===== src/verilog/pes_pkg.sv =====
// Shared constants and types for the performance event select decoder
package pes_pkg;
    // Register byte offsets
    localparam logic [7:0] REG_SELECT = 8'h00;
    localparam logic [7:0] REG_COUNT  = 8'h04;

    // Event numbers
    localparam logic [7:0] EV_L2_REQ      = 8'h24;
    localparam logic [7:0] EV_L3_CACHE    = 8'h2e;
    localparam logic [7:0] EV_UNHALTED    = 8'h3c;
    localparam logic [7:0] EV_L1D_PEND    = 8'h48;
    localparam logic [7:0] EV_STORE_TLB   = 8'h49;
    localparam logic [7:0] EV_LOAD_HIT_PF = 8'h4c;
    localparam logic [7:0] EV_NESTED      = 8'h4f;
    localparam logic [7:0] EV_L1D_FILL    = 8'h51;
    localparam logic [7:0] EV_STN_EMPTY   = 8'h5e;
    localparam logic [7:0] EV_QUEUE_OCC   = 8'h60;

    // Unit masks
    localparam logic [7:0] UM_00 = 8'h00;
    localparam logic [7:0] UM_01 = 8'h01;
    localparam logic [7:0] UM_02 = 8'h02;
    localparam logic [7:0] UM_04 = 8'h04;
    localparam logic [7:0] UM_08 = 8'h08;
    localparam logic [7:0] UM_0E = 8'h0e;
    localparam logic [7:0] UM_10 = 8'h10;
    localparam logic [7:0] UM_20 = 8'h20;
    localparam logic [7:0] UM_41 = 8'h41;
    localparam logic [7:0] UM_4F = 8'h4f;
    localparam logic [7:0] UM_E4 = 8'he4;
    localparam logic [7:0] UM_E7 = 8'he7;
    localparam logic [7:0] UM_EF = 8'hef;
    localparam logic [7:0] UM_F8 = 8'hf8;

    // Threshold values with a documented meaning
    localparam logic [7:0] THRESHOLD_ONE = 8'h01;
    localparam logic [7:0] THRESHOLD_SIX = 8'h06;

    // Reference clock rate in MHz
    localparam int REF_CLOCK_MHZ = 100;

    // AXI responses
    localparam logic [1:0] RESP_OKAY   = 2'b00;
    localparam logic [1:0] RESP_SLVERR = 2'b10;

    localparam logic [31:0] COUNT_RESET = 32'h0000_0000;

    typedef struct packed {
        logic [7:0] threshold;
        logic [3:0] reserved;
        logic       enable;
        logic       invert_qualifier;
        logic       any_thread_qualifier;
        logic       edge_detect;
        logic [7:0] umask;
        logic [7:0] event_num;
    } pes_select_s;

    localparam pes_select_s SELECT_RESET = '0;
    localparam pes_select_s SELECT_WMASK = 32'hff0f_ffff;

    // Per-cycle conditions and occupancy counts from the core
    typedef struct packed {
        logic       thread_halted;
        logic       sibling_halted;
        logic       l2_code_req;
        logic       l2_demand_req;
        logic       l2_prefetch_req;
        logic       l2_any_req;
        logic       l3_reference;
        logic       l3_miss;
        logic [7:0] l1d_miss_pending;
        logic       fill_buffer_entry_full_demand;
        logic       fill_buffer_entry_full_hw_prefetch;
        logic       store_walk_start;
        logic       store_walk_done;
        logic [7:0] page_walk_handler_store_busy;
        logic       store_second_level_tlb_hit;
        logic       load_hit_sw_prefetch;
        logic [7:0] page_walk_handler_nested_busy;
        logic       l1d_line_fill;
        logic       reservation_station_empty;
        logic [7:0] super_queue_demand_data;
        logic [7:0] super_queue_code;
        logic [7:0] super_queue_read_for_ownership_request;
        logic [7:0] super_queue_data;
    } pes_cond_s;
endpackage : pes_pkg

===== src/verilog/pes_decoder.sv =====
// Performance event select decoder with AXI4-Lite register access
// Behaviour
// - 24H/E4H counts level-two code requests; 24H/E7H counts level-two demand requests.
// - 24H/F8H counts prefetch requests to level two; 24H/EFH counts all requests.
// - 2EH/4FH counts third-level references; 2EH/41H counts third-level misses.
// - 3CH/00H counts core cycles while this thread is not halted.
// - Any-thread on 3CH/00H and 3CH/01H counts when either thread is unhalted.
// - 3CH/01H counts 100 MHz reference pulses while the thread is unhalted.
// - 3CH/02H counts reference pulses while this thread runs and sibling halts.
// - 48H/01H adds outstanding data cache misses; threshold one counts busy cycles.
// - 48H/02H counts demand requests finding no free fill buffer; hardware prefetch excluded.
// - 49H/01H counts store walk starts; 49H/0EH counts completed store walks.
// - 49H/10H adds busy store walkers; threshold one counts cycles with any busy.
// - 49H/20H counts store data TLB misses that hit the second-level TLB.
// - 4CH/01H counts demand loads hitting a software-prefetch fill buffer.
// - 4FH/10H adds walkers busy with nested translation walks.
// - 51H/01H counts lines filled into the first-level data cache.
// - 5EH/01H counts cycles the reservation station is empty for the thread.
// - Threshold one, invert and edge on 5EH/01H count each empty period end.
// - 60H/01H adds outstanding demand data reads; threshold one or six gives cycles.
// - 60H/02H adds outstanding demand code reads; threshold one counts cycles.
// - 60H/04H adds outstanding read-for-ownership store transactions.
// - 60H/08H adds outstanding cacheable data read transactions.
// - Threshold one on an occupancy gives one per cycle of non-zero occupancy.
`timescale 1ns/1ps
module pes_decoder (
    input  wire logic              clk_in,
    input  wire logic              rst_n_in,
    input  wire pes_pkg::pes_cond_s cond_in,
    input  wire logic              ref_clock_pulse_in,
    input  wire logic [7:0]        s_axi_awaddr_in,
    input  wire logic              s_axi_awvalid_in,
    output logic                   s_axi_awready_out,
    input  wire logic [31:0]       s_axi_wdata_in,
    input  wire logic [3:0]        s_axi_wstrb_in,
    input  wire logic              s_axi_wvalid_in,
    output logic                   s_axi_wready_out,
    output logic [1:0]             s_axi_bresp_out,
    output logic                   s_axi_bvalid_out,
    input  wire logic              s_axi_bready_in,
    input  wire logic [7:0]        s_axi_araddr_in,
    input  wire logic              s_axi_arvalid_in,
    output logic                   s_axi_arready_out,
    output logic [31:0]            s_axi_rdata_out,
    output logic [1:0]             s_axi_rresp_out,
    output logic                   s_axi_rvalid_out,
    input  wire logic              s_axi_rready_in,
    output logic [7:0]             increment_out
);

    function automatic logic [7:0] bit_w(input logic b);
        bit_w = {7'h00, b};
    endfunction : bit_w

    function automatic logic [31:0] strb_merge(input logic [31:0] old_v,
                                               input logic [31:0] new_v,
                                               input logic [3:0]  strb);
        strb_merge = old_v;
        for (int i = 0; i < 4; i++) begin
            if (strb[i]) begin
                strb_merge[i*8 +: 8] = new_v[i*8 +: 8];
            end
        end
    endfunction : strb_merge

    // Raw per-cycle increment of the selected event, zero if undefined
    function automatic logic [7:0] decode(input pes_pkg::pes_select_s s,
                                          input pes_pkg::pes_cond_s  c,
                                          input logic                ref_tick);
        logic run;
        run = !c.thread_halted || (s.any_thread_qualifier && !c.sibling_halted);
        decode = 8'h00;
        case (s.event_num)
            pes_pkg::EV_L2_REQ: begin
                case (s.umask)
                    pes_pkg::UM_E4: decode = bit_w(c.l2_code_req);
                    pes_pkg::UM_E7: decode = bit_w(c.l2_demand_req);
                    pes_pkg::UM_F8: decode = bit_w(c.l2_prefetch_req);
                    pes_pkg::UM_EF: decode = bit_w(c.l2_any_req);
                    default: decode = 8'h00;
                endcase
            end
            pes_pkg::EV_L3_CACHE: begin
                case (s.umask)
                    pes_pkg::UM_4F: decode = bit_w(c.l3_reference);
                    pes_pkg::UM_41: decode = bit_w(c.l3_miss);
                    default: decode = 8'h00;
                endcase
            end
            pes_pkg::EV_UNHALTED: begin
                case (s.umask)
                    pes_pkg::UM_00: decode = bit_w(run);
                    pes_pkg::UM_01: decode = bit_w(run && ref_tick);
                    pes_pkg::UM_02: begin
                        decode = bit_w(!c.thread_halted && c.sibling_halted && ref_tick);
                    end
                    default: decode = 8'h00;
                endcase
            end
            pes_pkg::EV_L1D_PEND: begin
                case (s.umask)
                    pes_pkg::UM_01: decode = c.l1d_miss_pending;
                    pes_pkg::UM_02: decode = bit_w(c.fill_buffer_entry_full_demand);
                    default: decode = 8'h00;
                endcase
            end
            pes_pkg::EV_STORE_TLB: begin
                case (s.umask)
                    pes_pkg::UM_01: decode = bit_w(c.store_walk_start);
                    pes_pkg::UM_0E: decode = bit_w(c.store_walk_done);
                    pes_pkg::UM_10: decode = c.page_walk_handler_store_busy;
                    pes_pkg::UM_20: decode = bit_w(c.store_second_level_tlb_hit);
                    default: decode = 8'h00;
                endcase
            end
            pes_pkg::EV_LOAD_HIT_PF: begin
                if (s.umask == pes_pkg::UM_01) begin
                    decode = bit_w(c.load_hit_sw_prefetch);
                end
            end
            pes_pkg::EV_NESTED: begin
                if (s.umask == pes_pkg::UM_10) begin
                    decode = c.page_walk_handler_nested_busy;
                end
            end
            pes_pkg::EV_L1D_FILL: begin
                if (s.umask == pes_pkg::UM_01) begin
                    decode = bit_w(c.l1d_line_fill);
                end
            end
            pes_pkg::EV_STN_EMPTY: begin
                if (s.umask == pes_pkg::UM_01) begin
                    decode = bit_w(c.reservation_station_empty);
                end
            end
            pes_pkg::EV_QUEUE_OCC: begin
                case (s.umask)
                    pes_pkg::UM_01: decode = c.super_queue_demand_data;
                    pes_pkg::UM_02: decode = c.super_queue_code;
                    pes_pkg::UM_04: decode = c.super_queue_read_for_ownership_request;
                    pes_pkg::UM_08: decode = c.super_queue_data;
                    default: decode = 8'h00;
                endcase
            end
            default: decode = 8'h00;
        endcase
    endfunction : decode

    // Reference pulse synchroniser and edge detect
    logic ref_sync1;
    logic ref_sync2;
    logic ref_prev;
    logic ref_tick;
    always_ff @(posedge clk_in or negedge rst_n_in) begin
        if (!rst_n_in) begin
            ref_sync1 <= 1'b0;
            ref_sync2 <= 1'b0;
            ref_prev  <= 1'b0;
        end else begin
            ref_sync1 <= ref_clock_pulse_in;
            ref_sync2 <= ref_sync1;
            ref_prev  <= ref_sync2;
        end
    end
    assign ref_tick = ref_sync2 && !ref_prev;
    // Register bus and counting state
    pes_pkg::pes_select_s sel;
    pes_pkg::pes_select_s next_sel;
    logic [31:0]          count;
    logic [31:0]          next_count;
    logic [7:0]           next_increment;
    logic                 qual_prev;
    logic                 next_qual_prev;
    logic                 aw_held;
    logic                 next_aw_held;
    logic [7:0]           aw_addr;
    logic [7:0]           next_aw_addr;
    logic                 w_held;
    logic                 next_w_held;
    logic [31:0]          w_data;
    logic [31:0]          next_w_data;
    logic [3:0]           w_strb;
    logic [3:0]           next_w_strb;
    logic                 next_bvalid;
    logic [1:0]           next_bresp;
    logic                 next_rvalid;
    logic [31:0]          next_rdata;
    logic [1:0]           next_rresp;
    logic                 next_awready;
    logic                 next_wready;
    logic                 next_arready;
    logic [7:0]           raw;
    logic                 qual;
    always_comb begin
        raw = decode(sel, cond_in, ref_tick);
        // Threshold turns an occupancy into a per-cycle condition
        qual = (raw >= sel.threshold) ^ sel.invert_qualifier;
        next_qual_prev = qual;
        if (sel.threshold == 8'h00) begin
            next_increment = raw;
        end else if (sel.edge_detect) begin
            next_increment = bit_w(qual && !qual_prev);
        end else begin
            next_increment = bit_w(qual);
        end
        next_sel     = sel;
        next_count   = sel.enable ? count + {24'h000000, next_increment} : count;
        next_aw_held = aw_held;
        next_aw_addr = aw_addr;
        next_w_held  = w_held;
        next_w_data  = w_data;
        next_w_strb  = w_strb;
        next_bvalid  = s_axi_bvalid_out;
        next_bresp   = s_axi_bresp_out;
        next_rvalid  = s_axi_rvalid_out;
        next_rdata   = s_axi_rdata_out;
        next_rresp   = s_axi_rresp_out;
        if (s_axi_awvalid_in && s_axi_awready_out) begin
            next_aw_held = 1'b1;
            next_aw_addr = s_axi_awaddr_in;
        end
        if (s_axi_wvalid_in && s_axi_wready_out) begin
            next_w_held = 1'b1;
            next_w_data = s_axi_wdata_in;
            next_w_strb = s_axi_wstrb_in;
        end
        if (s_axi_bvalid_out && s_axi_bready_in) begin
            next_bvalid = 1'b0;
        end
        if (aw_held && w_held && !s_axi_bvalid_out) begin
            next_aw_held = 1'b0;
            next_w_held  = 1'b0;
            next_bvalid  = 1'b1;
            next_bresp   = pes_pkg::RESP_OKAY;
            case (aw_addr)
                pes_pkg::REG_SELECT: begin
                    next_sel = strb_merge(sel, w_data, w_strb) & pes_pkg::SELECT_WMASK;
                end
                pes_pkg::REG_COUNT: next_count = strb_merge(count, w_data, w_strb);
                default: next_bresp = pes_pkg::RESP_SLVERR;
            endcase
        end
        if (s_axi_rvalid_out && s_axi_rready_in) begin
            next_rvalid = 1'b0;
        end
        if (s_axi_arvalid_in && s_axi_arready_out) begin
            next_rvalid = 1'b1;
            next_rresp  = pes_pkg::RESP_OKAY;
            case (s_axi_araddr_in)
                pes_pkg::REG_SELECT: next_rdata = sel;
                pes_pkg::REG_COUNT:  next_rdata = count;
                default: begin
                    next_rdata = 32'h0000_0000;
                    next_rresp = pes_pkg::RESP_SLVERR;
                end
            endcase
        end
        next_awready = !next_aw_held && !next_bvalid;
        next_wready  = !next_w_held && !next_bvalid;
        next_arready = !next_rvalid;
    end

    always_ff @(posedge clk_in or negedge rst_n_in) begin
        if (!rst_n_in) begin
            sel               <= pes_pkg::SELECT_RESET;
            count             <= pes_pkg::COUNT_RESET;
            increment_out     <= 8'h00;
            qual_prev         <= 1'b0;
            aw_held           <= 1'b0;
            aw_addr           <= 8'h00;
            w_held            <= 1'b0;
            w_data            <= 32'h0000_0000;
            w_strb            <= 4'h0;
            s_axi_bvalid_out  <= 1'b0;
            s_axi_bresp_out   <= pes_pkg::RESP_OKAY;
            s_axi_rvalid_out  <= 1'b0;
            s_axi_rdata_out   <= 32'h0000_0000;
            s_axi_rresp_out   <= pes_pkg::RESP_OKAY;
            s_axi_awready_out <= 1'b0;
            s_axi_wready_out  <= 1'b0;
            s_axi_arready_out <= 1'b0;
        end else begin
            sel               <= next_sel;
            count             <= next_count;
            increment_out     <= next_increment;
            qual_prev         <= next_qual_prev;
            aw_held           <= next_aw_held;
            aw_addr           <= next_aw_addr;
            w_held            <= next_w_held;
            w_data            <= next_w_data;
            w_strb            <= next_w_strb;
            s_axi_bvalid_out  <= next_bvalid;
            s_axi_bresp_out   <= next_bresp;
            s_axi_rvalid_out  <= next_rvalid;
            s_axi_rdata_out   <= next_rdata;
            s_axi_rresp_out   <= next_rresp;
            s_axi_awready_out <= next_awready;
            s_axi_wready_out  <= next_wready;
            s_axi_arready_out <= next_arready;
        end
    end

    logic next_sel_change;
    assign next_sel_change = (next_sel != sel);
    logic plain;
    assign plain = (sel.threshold == 8'h00) && !next_sel_change;
endmodule : pes_decoder


===== config.mk =====
export PLATFORM = sky130hd
export DESIGN_NAME = pes_decoder
export DESIGN_NICKNAME = d
export VERILOG_FILES = /design/src/verilog/pes_pkg.sv /design/src/verilog/pes_decoder.sv
export SDC_FILE = /design/constraint.sdc
export NUM_CORES = 1
export LEC_CHECK = 0
export ABC_AREA = 0
export BUFFER_PORTS_ARGS = -buffer_cell sky130_fd_sc_hd__buf_4
export CORE_MARGIN = 2
export CORE_UTILIZATION = 50
export DETAILED_ROUTE_END_ITERATION = 7
export GPL_ROUTABILITY_DRIVEN = 0
export GPL_TIMING_DRIVEN = 0
export PLACE_DENSITY = 0.77
export REMOVE_ABC_BUFFERS = 1
export SLEW_MARGIN = 20
export SYNTH_ARGS = -nofsm -noshare
export SYNTH_HDL_FRONTEND = slang
export SYNTH_SLANG_ARGS = --single-unit

===== constraint.sdc =====
create_clock -name clk_in -period 5.5 [get_ports clk_in]
set_input_delay 1.65 -clock clk_in [delete_from_list [all_inputs] [get_ports clk_in]]
set_output_delay 1.65 -clock clk_in [all_outputs]
set_load 0.01 [all_outputs]

Word-level counts from Yosys, hierarchy flattened
Cells that the tools add are included.

Bits in registers: 159. Input bits: 132. Word-level logic and storage cells: 127.

$add $sub $neg: 1. $lt $le $gt $ge: 1. Eq/ne operators: 29. Mux-type cells: 31. Bitwise gates (word level): 1. Reduce and logical (&&, ||, !) cells: 35.

Operator list (number): 32-bit 2-to-1 mux (3); 8-bit case mux with 10 select lines (1); 8-bit by 7-bit == test with 1-bit output, second input constant (9); 32-bit case mux with 2 select lines (1); 8-bit case mux with 4 select lines (2); 8-bit 2-to-1 mux (6); 32-bit by 8-bit adder with 32-bit output (1); 8-bit by 6-bit == test with 1-bit output, second input constant (4); 8-bit == test, second input constant (4); 8-bit zero test (4); 8-bit by 3-bit == test with 1-bit output, second input constant (3); 8-bit by 4-bit == test with 1-bit output, second input constant (2); 8-bit case mux with 2 select lines (1); 1-bit logical AND (15); 1-bit 2-to-1 mux (12); 3-bit inequality test, second input constant (4); 3-bit AND reduction (4); 1-bit zero test (9); 8-bit by 1-bit == test with 1-bit output, second input constant (1); 8-bit by 2-bit == test with 1-bit output, second input constant (1); 8-bit by 5-bit == test with 1-bit output, second input constant (1); 8-bit >= comparator (1); 2-bit 2-to-1 mux (2); 1-bit case mux with 4 select lines (1); other kinds (5) (6).

Logic depth before layout (Yosys ltp)
Gate-level depths: netlist of run 1.

Word-level depth: 15. Depth in mapped cells: 24. Depth with buffers taken out: 22.

Worst setup path after synthesis of run 1
No wires, ideal clock.

Path type: in2reg. From: input cond_in[66] in the netlist's numbering. To: register count[14]. Data arrival time: 5830 ps. Data required time: 5359 ps. Slack: -470 ps. Stages on the path: 23. Cell sequence: mux2i_1 -> or4_1 -> a311o_1 -> o41ai_1 -> nor4_1 -> and2b_1 -> ha_1 -> nand2b_1 -> a211oi_1 -> o21bai_1 -> a221oi_1 -> mux2i_1 -> a22oi_1 -> ha_1 -> inv_1 -> fa_1 -> nor2b_1 -> o211ai_1 -> a31oi_1 -> o21bai_1 -> buf_2 -> o311ai_0 -> nand3_1.

Longest elaborated chain between the ends: 11.

Ends and longest elaborated chain: start: declaration (RTL line pes_decoder.sv:29) `input wire pes_pkg::pes_cond_s cond_in,`; 1-bit case mux with 4 select lines * (RTL line pes_decoder.sv:75) `case (s.umask)`; 8-bit case mux with 10 select lines * (RTL line pes_decoder.sv:73) `case (s.event_num)`; 8-bit >= comparator (RTL line pes_decoder.sv:197) `qual = (raw >= sel.threshold) ^ sel.invert_qualifier;`; 1-bit XOR (RTL line pes_decoder.sv:197); 1-bit logical AND (RTL line pes_decoder.sv:202) `next_increment = bit_w(qual && !qual_prev);`; 1-bit 2-to-1 mux (RTL line pes_decoder.sv:201) `end else if (sel.edge_detect) begin`; 8-bit 2-to-1 mux * (RTL line pes_decoder.sv:199) `if (sel.threshold == 8'h00) begin`; net next_increment[0] (RTL line pes_decoder.sv:171) `logic [7:0] next_increment;`; 32-bit by 8-bit adder with 32-bit output * (RTL line pes_decoder.sv:207) `next_count = sel.enable ? count + {24'h000000, next_increment} : count;`; 32-bit 2-to-1 mux * (RTL line pes_decoder.sv:207); 32-bit 2-to-1 mux (RTL line pes_decoder.sv:235) `case (aw_addr)`; 32-bit 2-to-1 mux * (RTL line pes_decoder.sv:230) `if (aw_held && w_held && !s_axi_bvalid_out) begin`; end signal: assignment (RTL line pes_decoder.sv:266) `count <= pes_pkg::COUNT_RESET;`; end signal: assignment (RTL line pes_decoder.sv:284) `count <= next_count;`; end: declaration (RTL line pes_decoder.sv:169) `logic [31:0] count;`.

The timed path passes the listed nets; every way through them passes the cells marked *. A chain may end at the register's enable or synchronous reset.

Final worst setup path of run 1
From: input cond_in[68] in the netlist's numbering. To: register count[14].

The elaborated chain is that of the path after synthesis.

==> results of run 1 <==
-- metal layers --
metal	wire length, um	track usage	up-vias
met4	514	0.106	0
met3	1280	0.0654	36
li1	-	-	3225
met2	11200	0.423	234
met5	0	0	-
met1	9750	0.335	3503
-- stage by stage --
step                setup TNS [ns]  cells
floorplan                    -7.02    734
global placement            -35.66   1127
detailed placement          -34.08   1131
CTS                          -3.61   1172
global route                 -8.08   1182
finish                       -3.84   1182
-- cells by family (layout without fill, tap and decap cells) --
group                    count (synthesis)  count (layout)  share of synthesized area
flip-flops                             157             157                      0.480
AND/OR/NAND/NOR                        249             249                      0.162
AO/OA/AOI/OAI                          176             177                      0.153
multiplexers                           103             103                      0.137
buffers and inverters                   60             252                     0.0313
other                                    1               2                   0.000458
XOR/XNOR                                 9               9                    0.00964
adder cells (fa/ha/maj)                 17              17                     0.0269
-- cell type report --
type                            instances  area [um^2]
Fill cell                            1226         5160
Multi-Input combinational cell        557         4340
Sequential cell                       157         3930
Timing Repair Buffer                  199         1580
Clock buffer                           19          433
Tap cell                              216          270
Clock inverter                         13          140
Inverter                               21         78.8
-- layout by cell type (no fill, tap or decap), types with 6 or more instances in the layout --
master | Yosys | layout
sky130_fd_sc_hd__a211oi_2 | 0 | 8
sky130_fd_sc_hd__a21oi_1 | 14 | 10
sky130_fd_sc_hd__a221o_1 | 6 | 6
sky130_fd_sc_hd__a22o_1 | 9 | 9
sky130_fd_sc_hd__a22oi_1 | 18 | 17
sky130_fd_sc_hd__and2_1 | 6 | 6
sky130_fd_sc_hd__and2b_1 | 7 | 6
sky130_fd_sc_hd__and3_1 | 7 | 7
sky130_fd_sc_hd__and4_1 | 7 | 7
sky130_fd_sc_hd__buf_4 | 2 | 187
sky130_fd_sc_hd__buf_6 | 1 | 7
sky130_fd_sc_hd__clkbuf_16 | 0 | 17
sky130_fd_sc_hd__dfrtp_1 | 157 | 157
sky130_fd_sc_hd__ha_1 | 16 | 14
sky130_fd_sc_hd__inv_1 | 21 | 20
sky130_fd_sc_hd__mux2_2 | 72 | 72
sky130_fd_sc_hd__mux2i_1 | 31 | 30
sky130_fd_sc_hd__nand2_1 | 72 | 70
sky130_fd_sc_hd__nand3_1 | 16 | 14
sky130_fd_sc_hd__nand4_1 | 15 | 15
sky130_fd_sc_hd__nor2_1 | 62 | 58
sky130_fd_sc_hd__nor2b_1 | 10 | 7
sky130_fd_sc_hd__nor3_1 | 10 | 7
sky130_fd_sc_hd__nor4_1 | 8 | 7
sky130_fd_sc_hd__o21a_1 | 12 | 12
sky130_fd_sc_hd__o21ai_0 | 45 | 40
sky130_fd_sc_hd__o22ai_1 | 11 | 8
sky130_fd_sc_hd__xnor2_1 | 6 | 6
-- report_power, final --
part	internal [mW]	total, mW	switching, mW
sequential	1.43	1.75	0.318
combinational	0.540	0.977	0.437
clock	0.672	1.15	0.477
-- sequential cells by signal (all words and copies together) (netlist names), 4 cells and up --
signal and cells:
count 32, s_axi_rdata_out 32, w_data 32, sel 28, aw_addr 8, increment_out 8
w_strb 4
-- worst max path at each step --
stage / cells after the start / startpoint / endpoint
finish: 23 / cond_in[68] / count[14]$_DFFE_PN0P_
global route: 24 / cond_in[68] / count[28]$_DFFE_PN0P_
CTS: 23 / cond_in[66] / count[14]$_DFFE_PN0P_
detailed placement: 23 / cond_in[66] / count[14]$_DFFE_PN0P_
global placement: 23 / cond_in[66] / count[30]$_DFFE_PN0P_
floorplan: 22 / cond_in[66] / count[14]$_DFFE_PN0P_
-- timing repair --
item / CTS / global route
buffers inserted: 8 / 11
pin swaps: 15 / 35
endpoints found under the setup margin: 29 / 27
hold buffers: 0 / 0
gates cloned: 1 / 1
resized for setup: 36 / 42
==> summary.txt, run 1 <==
Worst setup path
  – Startpoint types: input port
  – Worst-path fanout max: 5
  – Cell with the largest stage delay on the worst path: sky130_fd_sc_hd__or4_4
  – Buffers & Inverters on Critical Path: 2
  – Critical path start-end classification: in2reg
  – Reg2reg path depth: 22
  – Data required time at the worst endpoint: 5.87 ns
  – Capture instance of the worst register-to-register path: count[14]$_DFFE_PN0P_
  – Sort of element at the end of the critical path: register
  – RR Startpoint: sel[5]$_DFFE_PN0P_
  – Series of cell instances along the critical path: buf_6 -> mux2i_2 -> or4_1 -> a311o_1 -> o41ai_4 -> nor4_4 -> and2b_2 -> ha_4 -> nand2b_4 -> a211oi_2 -> o21bai_1 -> a221oi_2 -> mux2i_1 -> a22oi_2 -> ha_2 -> inv_2 -> fa_2 -> nor2b_2 -> o211ai_1 -> a31oi_2 -> o21bai_4 -> or4_4 -> nand3_2
  – Data arrival at the endpoint of the critical path: 6.24 ns
  – Category of cells accounting for the largest share of critical-path delay: compound AO/OA/AOI/OAI gates
  – Max stage delay on crit path: 0.51 ns
  – Worst-case register-to-register setup slack: -0.20 ns

Routing
  – Number of iterations in the first detailed-routing pass: 5
  – Average vias per placed instance: 5.92
  – Post-detailed-route wirelength per cell: 19.2 um
  – Detailed-route DRC error count: 0
  – 1st-iter DRT viols: 568
  – Total via count after detailed routing: 6998
  – Post-DRT Antenna Nets: 0
  – Routed Wire Length: 22.7 mm

Synth
  – Leading cell type by number of instances after synthesis: sky130_fd_sc_hd__dfrtp_1
  – Number of enable-type register cells in the synthesized netlist: 0
  – Mean Syn Cell Area: 10.6 um^2
  – #FFs+latches synth: 157
  – Number of distinct standard cells referenced by the synthesized netlist: 76
  – Sequential fraction of the synthesis area: 0.480
  – Synth cell count leaders: sky130_fd_sc_hd__dfrtp_1 (157), sky130_fd_sc_hd__mux2_2 (72), sky130_fd_sc_hd__nand2_1 (72)
  – Most frequently used flop master after synthesis: sky130_fd_sc_hd__dfrtp_1
  – Total standard cell area after synthesis: 8180 um^2
  – Synth top area cells: sky130_fd_sc_hd__dfrtp_1 (48%), sky130_fd_sc_hd__mux2_2 (9.9%), sky130_fd_sc_hd__mux2i_1 (3.8%)
  – Number of cells produced by synthesis: 772
  – Total number of yosys warnings: 0
  – Synth async-reset ratio: 1.00
  – Post-synth top area share: 0.480
  – Yosys top cell by area: sky130_fd_sc_hd__dfrtp_1

Clock tree
  – Clock insertion delay at the later pin of the skew report: 0.42 ns
  – Reg clk slew, reported paths: 0.07 ns
  – H-tree depth reported by CTS: 4
  – CTS tree: built
  – Total CTS buffers: 17
  – Sinks on the clock net: 157
  – Clock Path Buffers: 2
  – Clk Tree Root Cell: sky130_fd_sc_hd__clkbuf_16

Placed design
  – DPL Wire Length: 16.1 mm
  – Count of buffers inserted at the top-level ports: 177
  – Pre-CTS setup slack: -1.55 ns
  – Placed instance area: 9710 um^2

STA
  – Actual transition at the worst max-transition pin: 0.834 ns
  – Setup violations, final: 17
  – Setup repair after global routing missed its margin: true
  – Hold_ws: 0.359 ns
  – Period utilization: 1.07
  – Min Tclk post-route: 5.88 ns
  – Count of final max-slew check failures: 0
  – Clock Skews: 0.00850 ns
  – Maximum achievable frequency: 170 MHz
  – Worst slew margin: 0.439
  – Hold Fails Final Rpt: 0
  – Final worst slack: -0.379 ns

Worst hold path
  – Launch instance of the worst min-delay path: ref_sync1$_DFF_PN0_
  – Hold path cells: 0
  – Class of the most critical hold timing path: reg2reg
  – Hold worst-path end: ref_sync2$_DFF_PN0_

Floorplanning
  – Effective utilization at floorplan: 0.513
  – Die W: 132 um
  – Num rows: 46
  – Total core area: 15900 um^2
  – Floorplan die height: 132 um
  – Number of top-level design ports: 181
  – DIE AREA: 17400 um^2

Outcome
  – Outcome: finished, violations left
  – Violated checks: negative setup slack

Job
  – Maximum capacitance violations: 0

GRT
  – Combined global-route utilization of all metal layers: 0.260
  – Global-route wire length before repair: 36.2 mm
  – Largest net degree at the start of global routing: 100
  – Vias in the first global route: 7079
  – Sum of overflow across all layers after global routing: 0
  – Number of antenna violations at the first check in global routing: 0

Layout
  – Post-synthesis to final-layout area growth: 31.7%
  – Antenna Cells: 0
  – Final core utilization: 0.676
  – Fraction of layout cells with a size suffix above 1: 0.388
  – Final design area excluding fillers: 10800 um^2
  – Number of nets in the layout: 1102

Power
  – Leakage: 4.89 nW
  – Pwr/cell area: 360 nW/um^2
  – Total Power: 3.88 mW
  – Worst supply voltage drop on vdd: 360 uV
Power figures use the tool's default switching activity.
==> inputs of run 2 (changes only) <==
- BUFFER_PORTS_ARGS: -buffer_cell sky130_fd_sc_hd__buf_4 -> -buffer_cell sky130_fd_sc_hd__buf_2
- CORE_UTILIZATION: 50 -> 55
- PLACE_DENSITY: 0.77 -> 0.81
- clock period: 5.5 -> 7.64 ns (I/O delays scaled with it)
==> summary.txt, run 2 (synthesis results as in run 1) <==
Outcome
  – Outcome: finished, final reports clean

Power
  – Leakage: 4.58 nW (-6.4%)
  – Worst supply voltage drop on vdd: 207 uV (-42%)
  – Pwr/cell area: 277 nW/um^2 (-23%)

Clock tree
  – Number of hold buffers added after cts: 0 (unchanged)
  – Clock insertion delay at the later pin of the skew report: 0.43 ns (about the same)
  – Total CTS buffers: 17 (unchanged)
  – Reg clk slew, reported paths: 0.06 ns (about the same)
  – CTS tree: built
  – Clk Tree Root Cell: sky130_fd_sc_hd__clkbuf_16
  – Sinks on the clock net: 157 (unchanged)
  – Buffers inserted by post-CTS timing repair: 0 (-8)
  – H-tree depth reported by CTS: 4 (unchanged)
  – Clock Path Buffers: 2 (unchanged)
  – Number of gates resized after CTS: 0 (-100%)

Worst setup path
  – Critical path start-end classification: in2reg
  – Data arrival at the endpoint of the critical path: 7.67 ns (+1.43 ns)
  – Data required time at the worst endpoint: 8.01 ns (+2.14 ns)
  – Max stage delay on crit path: 0.51 ns (about the same)
  – RR Startpoint: sel[10]$_DFFE_PN0P_
  – Cell with the largest stage delay on the worst path: sky130_fd_sc_hd__a221oi_1
  – Startpoint types: input port
  – Sort of element at the end of the critical path: register
  – Reg2reg path depth: 22 (unchanged)
  – Worst-case register-to-register setup slack: 1.25 ns (+1.45 ns)
  – Series of cell instances along the critical path: buf_2 -> mux2i_1 -> or4_1 -> a311o_1 -> o41ai_1 -> nor4_1 -> and2b_1 -> ha_1 -> nand2b_1 -> a211oi_1 -> o21bai_1 -> a221oi_1 -> mux2i_1 -> a22oi_1 -> ha_1 -> inv_1 -> fa_1 -> nor2b_1 -> o211ai_1 -> a31oi_1 -> o21bai_2 -> buf_6 -> o31ai_1 -> o221a_2
  – Capture instance of the worst register-to-register path: count[18]$_DFFE_PN0P_
  – Worst-path fanout max: 15 (+10)

Layout
  – Multi-input combinational cell area: 4010 um^2 (-7.7%)
  – Number of nets in the layout: 1083 (-1.7%)
  – Most common cell after layout, fill and taps aside: sky130_fd_sc_hd__buf_2
  – Post-synthesis to final-layout area growth: 20.0%
  – Combined flip-flop and latch cell area: 3930 um^2 (unchanged)
  – Commonest cells after routing, fill and taps aside: sky130_fd_sc_hd__buf_2 (176), sky130_fd_sc_hd__dfrtp_1 (157), sky130_fd_sc_hd__mux2_2 (72)
  – Final design area excluding fillers: 9820 um^2 (-8.9%)
  – Post-layout instance count excluding filler cells: 1131 (-4.3%)
  – Antenna Cells: 0 (unchanged)
  – Fraction of layout cells with a size suffix above 1: 0.322 (-0.0661)
  – Final-layout fill cell count: 1143 (-6.8%)
  – Leading registers by flop count: count: 32 flops, s_axi_rdata_out: 32 flops, w_data: 32 flops

Floorplanning
  – Effective utilization at floorplan: 0.563 (+0.0497)
  – Num rows: 44 (-4.3%)
  – DIE AREA: 15900 um^2 (-8.8%)
  – Total core area: 14500 um^2 (-8.8%)
  – Die W: 126 um (-4.5%)
  – Number of top-level design ports: 181 (unchanged)
  – Floorplan die height: 126 um (-4.5%)

GRT
  – Vias in the first global route: 6791 (-4.1%)
  – Number of antenna violations at the first check in global routing: 1 (+1)
  – Combined global-route utilization of all metal layers: 0.273 (+0.0124)
  – Largest net degree at the start of global routing: 90 (-10%)
  – Sum of overflow across all layers after global routing: 0 (unchanged)
  – Global-route wire length before repair: 34.4 mm (-5.1%)

Worst hold path
  – Launch instance of the worst min-delay path: ref_sync1$_DFF_PN0_
  – Hold worst-path end: ref_sync2$_DFF_PN0_
  – Class of the most critical hold timing path: reg2reg
  – Hold path cells: 0 (unchanged)

STA
  – Period utilization: 0.956
  – Total Negative Setup Slacks: 0 ns (+3.84 ns)
  – Min Tclk post-route: 7.30 ns
  – Hold_ws: 0.346 ns (-0.0121 ns)
  – Maximum achievable frequency: 137 MHz
  – Setup repair after global routing missed its margin: false
  – Setup violations, final: 0 (-17)
  – Clock Skews: 0.0101 ns (+0.00164 ns)
  – Actual transition at the worst max-transition pin: 1.05 ns (+0.219 ns)
  – Hold Fails Final Rpt: 0 (unchanged)
  – Worst slew margin: 0.298 (-0.141)
  – Count of final max-slew check failures: 0 (unchanged)

Placed design
  – Cells after DPL: 1099 (-2.8%)
  – DPL Wire Length: 15.2 mm (-5.7%)
  – Count of buffers inserted at the top-level ports: 177 (unchanged)
  – Placed instance area: 9220 um^2 (-5.0%)

Routing
  – Detailed-route DRC error count: 0 (unchanged)
  – Wire length the detailed router placed on met1: 9.08 mm (-6.9%)
  – Met3 routed wirelength: 1.20 mm (-5.8%)
  – 1st-iter DRT viols: 508 (-11%)
  – Number of iterations in the first detailed-routing pass: 5 (unchanged)
  – Post-DRT Antenna Nets: 0 (unchanged)
  – Post-detailed-route wirelength per cell: 18.7 um (-2.8%)
  – Uppermost layer routed: met5
  – Met2 wire len: 10.2 mm (-8.9%)
  – Average vias per placed instance: 6.05 (+2.2%)
  – Total via count after detailed routing: 6841 (-2.2%)
  – Routed Wire Length: 21.2 mm (-7.0%)

Job
  – Maximum capacitance violations: 0 (unchanged)
==> run 2: cell types whose count changed in the layout (fill, tap and decap cells not counted), sizes merged <==
cell	previous run	this run
buf	199	181
clkinv	8	2
clkinvlp	0	4
clkbuf	19	21
a21o	8	7
==> run 2: worst max path at each step <==
stage / start / end / slack, ns / depth (start not counted)
finish: cond_in[66] / count[18]$_DFFE_PN0P_ / 0.34 / 24
floorplan: cond_in[66] / count[14]$_DFFE_PN0P_ / 0.79 / 22
global route: cond_in[66] / count[28]$_DFFE_PN0P_ / 0.08 / 24
global placement: cond_in[66] / count[24]$_DFFE_PN0P_ / -0.38 / 23
CTS: cond_in[66] / count[28]$_DFFE_PN0P_ / 0.44 / 24
detailed placement: cond_in[66] / count[18]$_DFFE_PN0P_ / 0.04 / 24
==> run 2: per-stage QoR <==
step / worst slack, ns / power (mW) / util
floorplan: 0.790 / 1.63 / -
global placement: -0.380 / 1.83 / 0.628
detailed placement: 0.0424 / 1.88 / 0.635
CTS: 0.445 / 2.73 / 0.675
global route: 0.0803 / 2.86 / 0.675
finish: 0.335 / 2.72 / 0.675
==> run 2: worst max-delay path, delay by kind of cell <==
kind	cells	cell delay (ns)
compound gates	11	2.76
fa+ha+maj	3	0.96
buf+inv	3	0.34
mux	2	0.21
simple gates	5	1.11
==> run 2: where the power goes <==
| group | switching, mW | leakage, nW | internal [mW] |
|---|---|---|---|
| combinational | 0.292 | 2.31 | 0.329 |
| clock | 0.343 | 0.278 | 0.502 |
| sequential | 0.223 | 2.00 | 1.03 |
==> run 2: layer usage <==
metal  vias to the layer above  track usage
li1                       3193            -
met1                      3347        0.361
met2                       248        0.432
met3                        51       0.0616
met4                         2        0.123
met5                         -            0
==> run 2: layout make-up <==
cell class	count	share of cell area
Clock buffer	21	0.0469
Multi-Input combinational cell	556	0.408
Clock inverter	11	0.0135
Tap cell	184	0.0235
Inverter	21	0.00803
Sequential cell	157	0.400
Timing Repair Buffer	181	0.0995
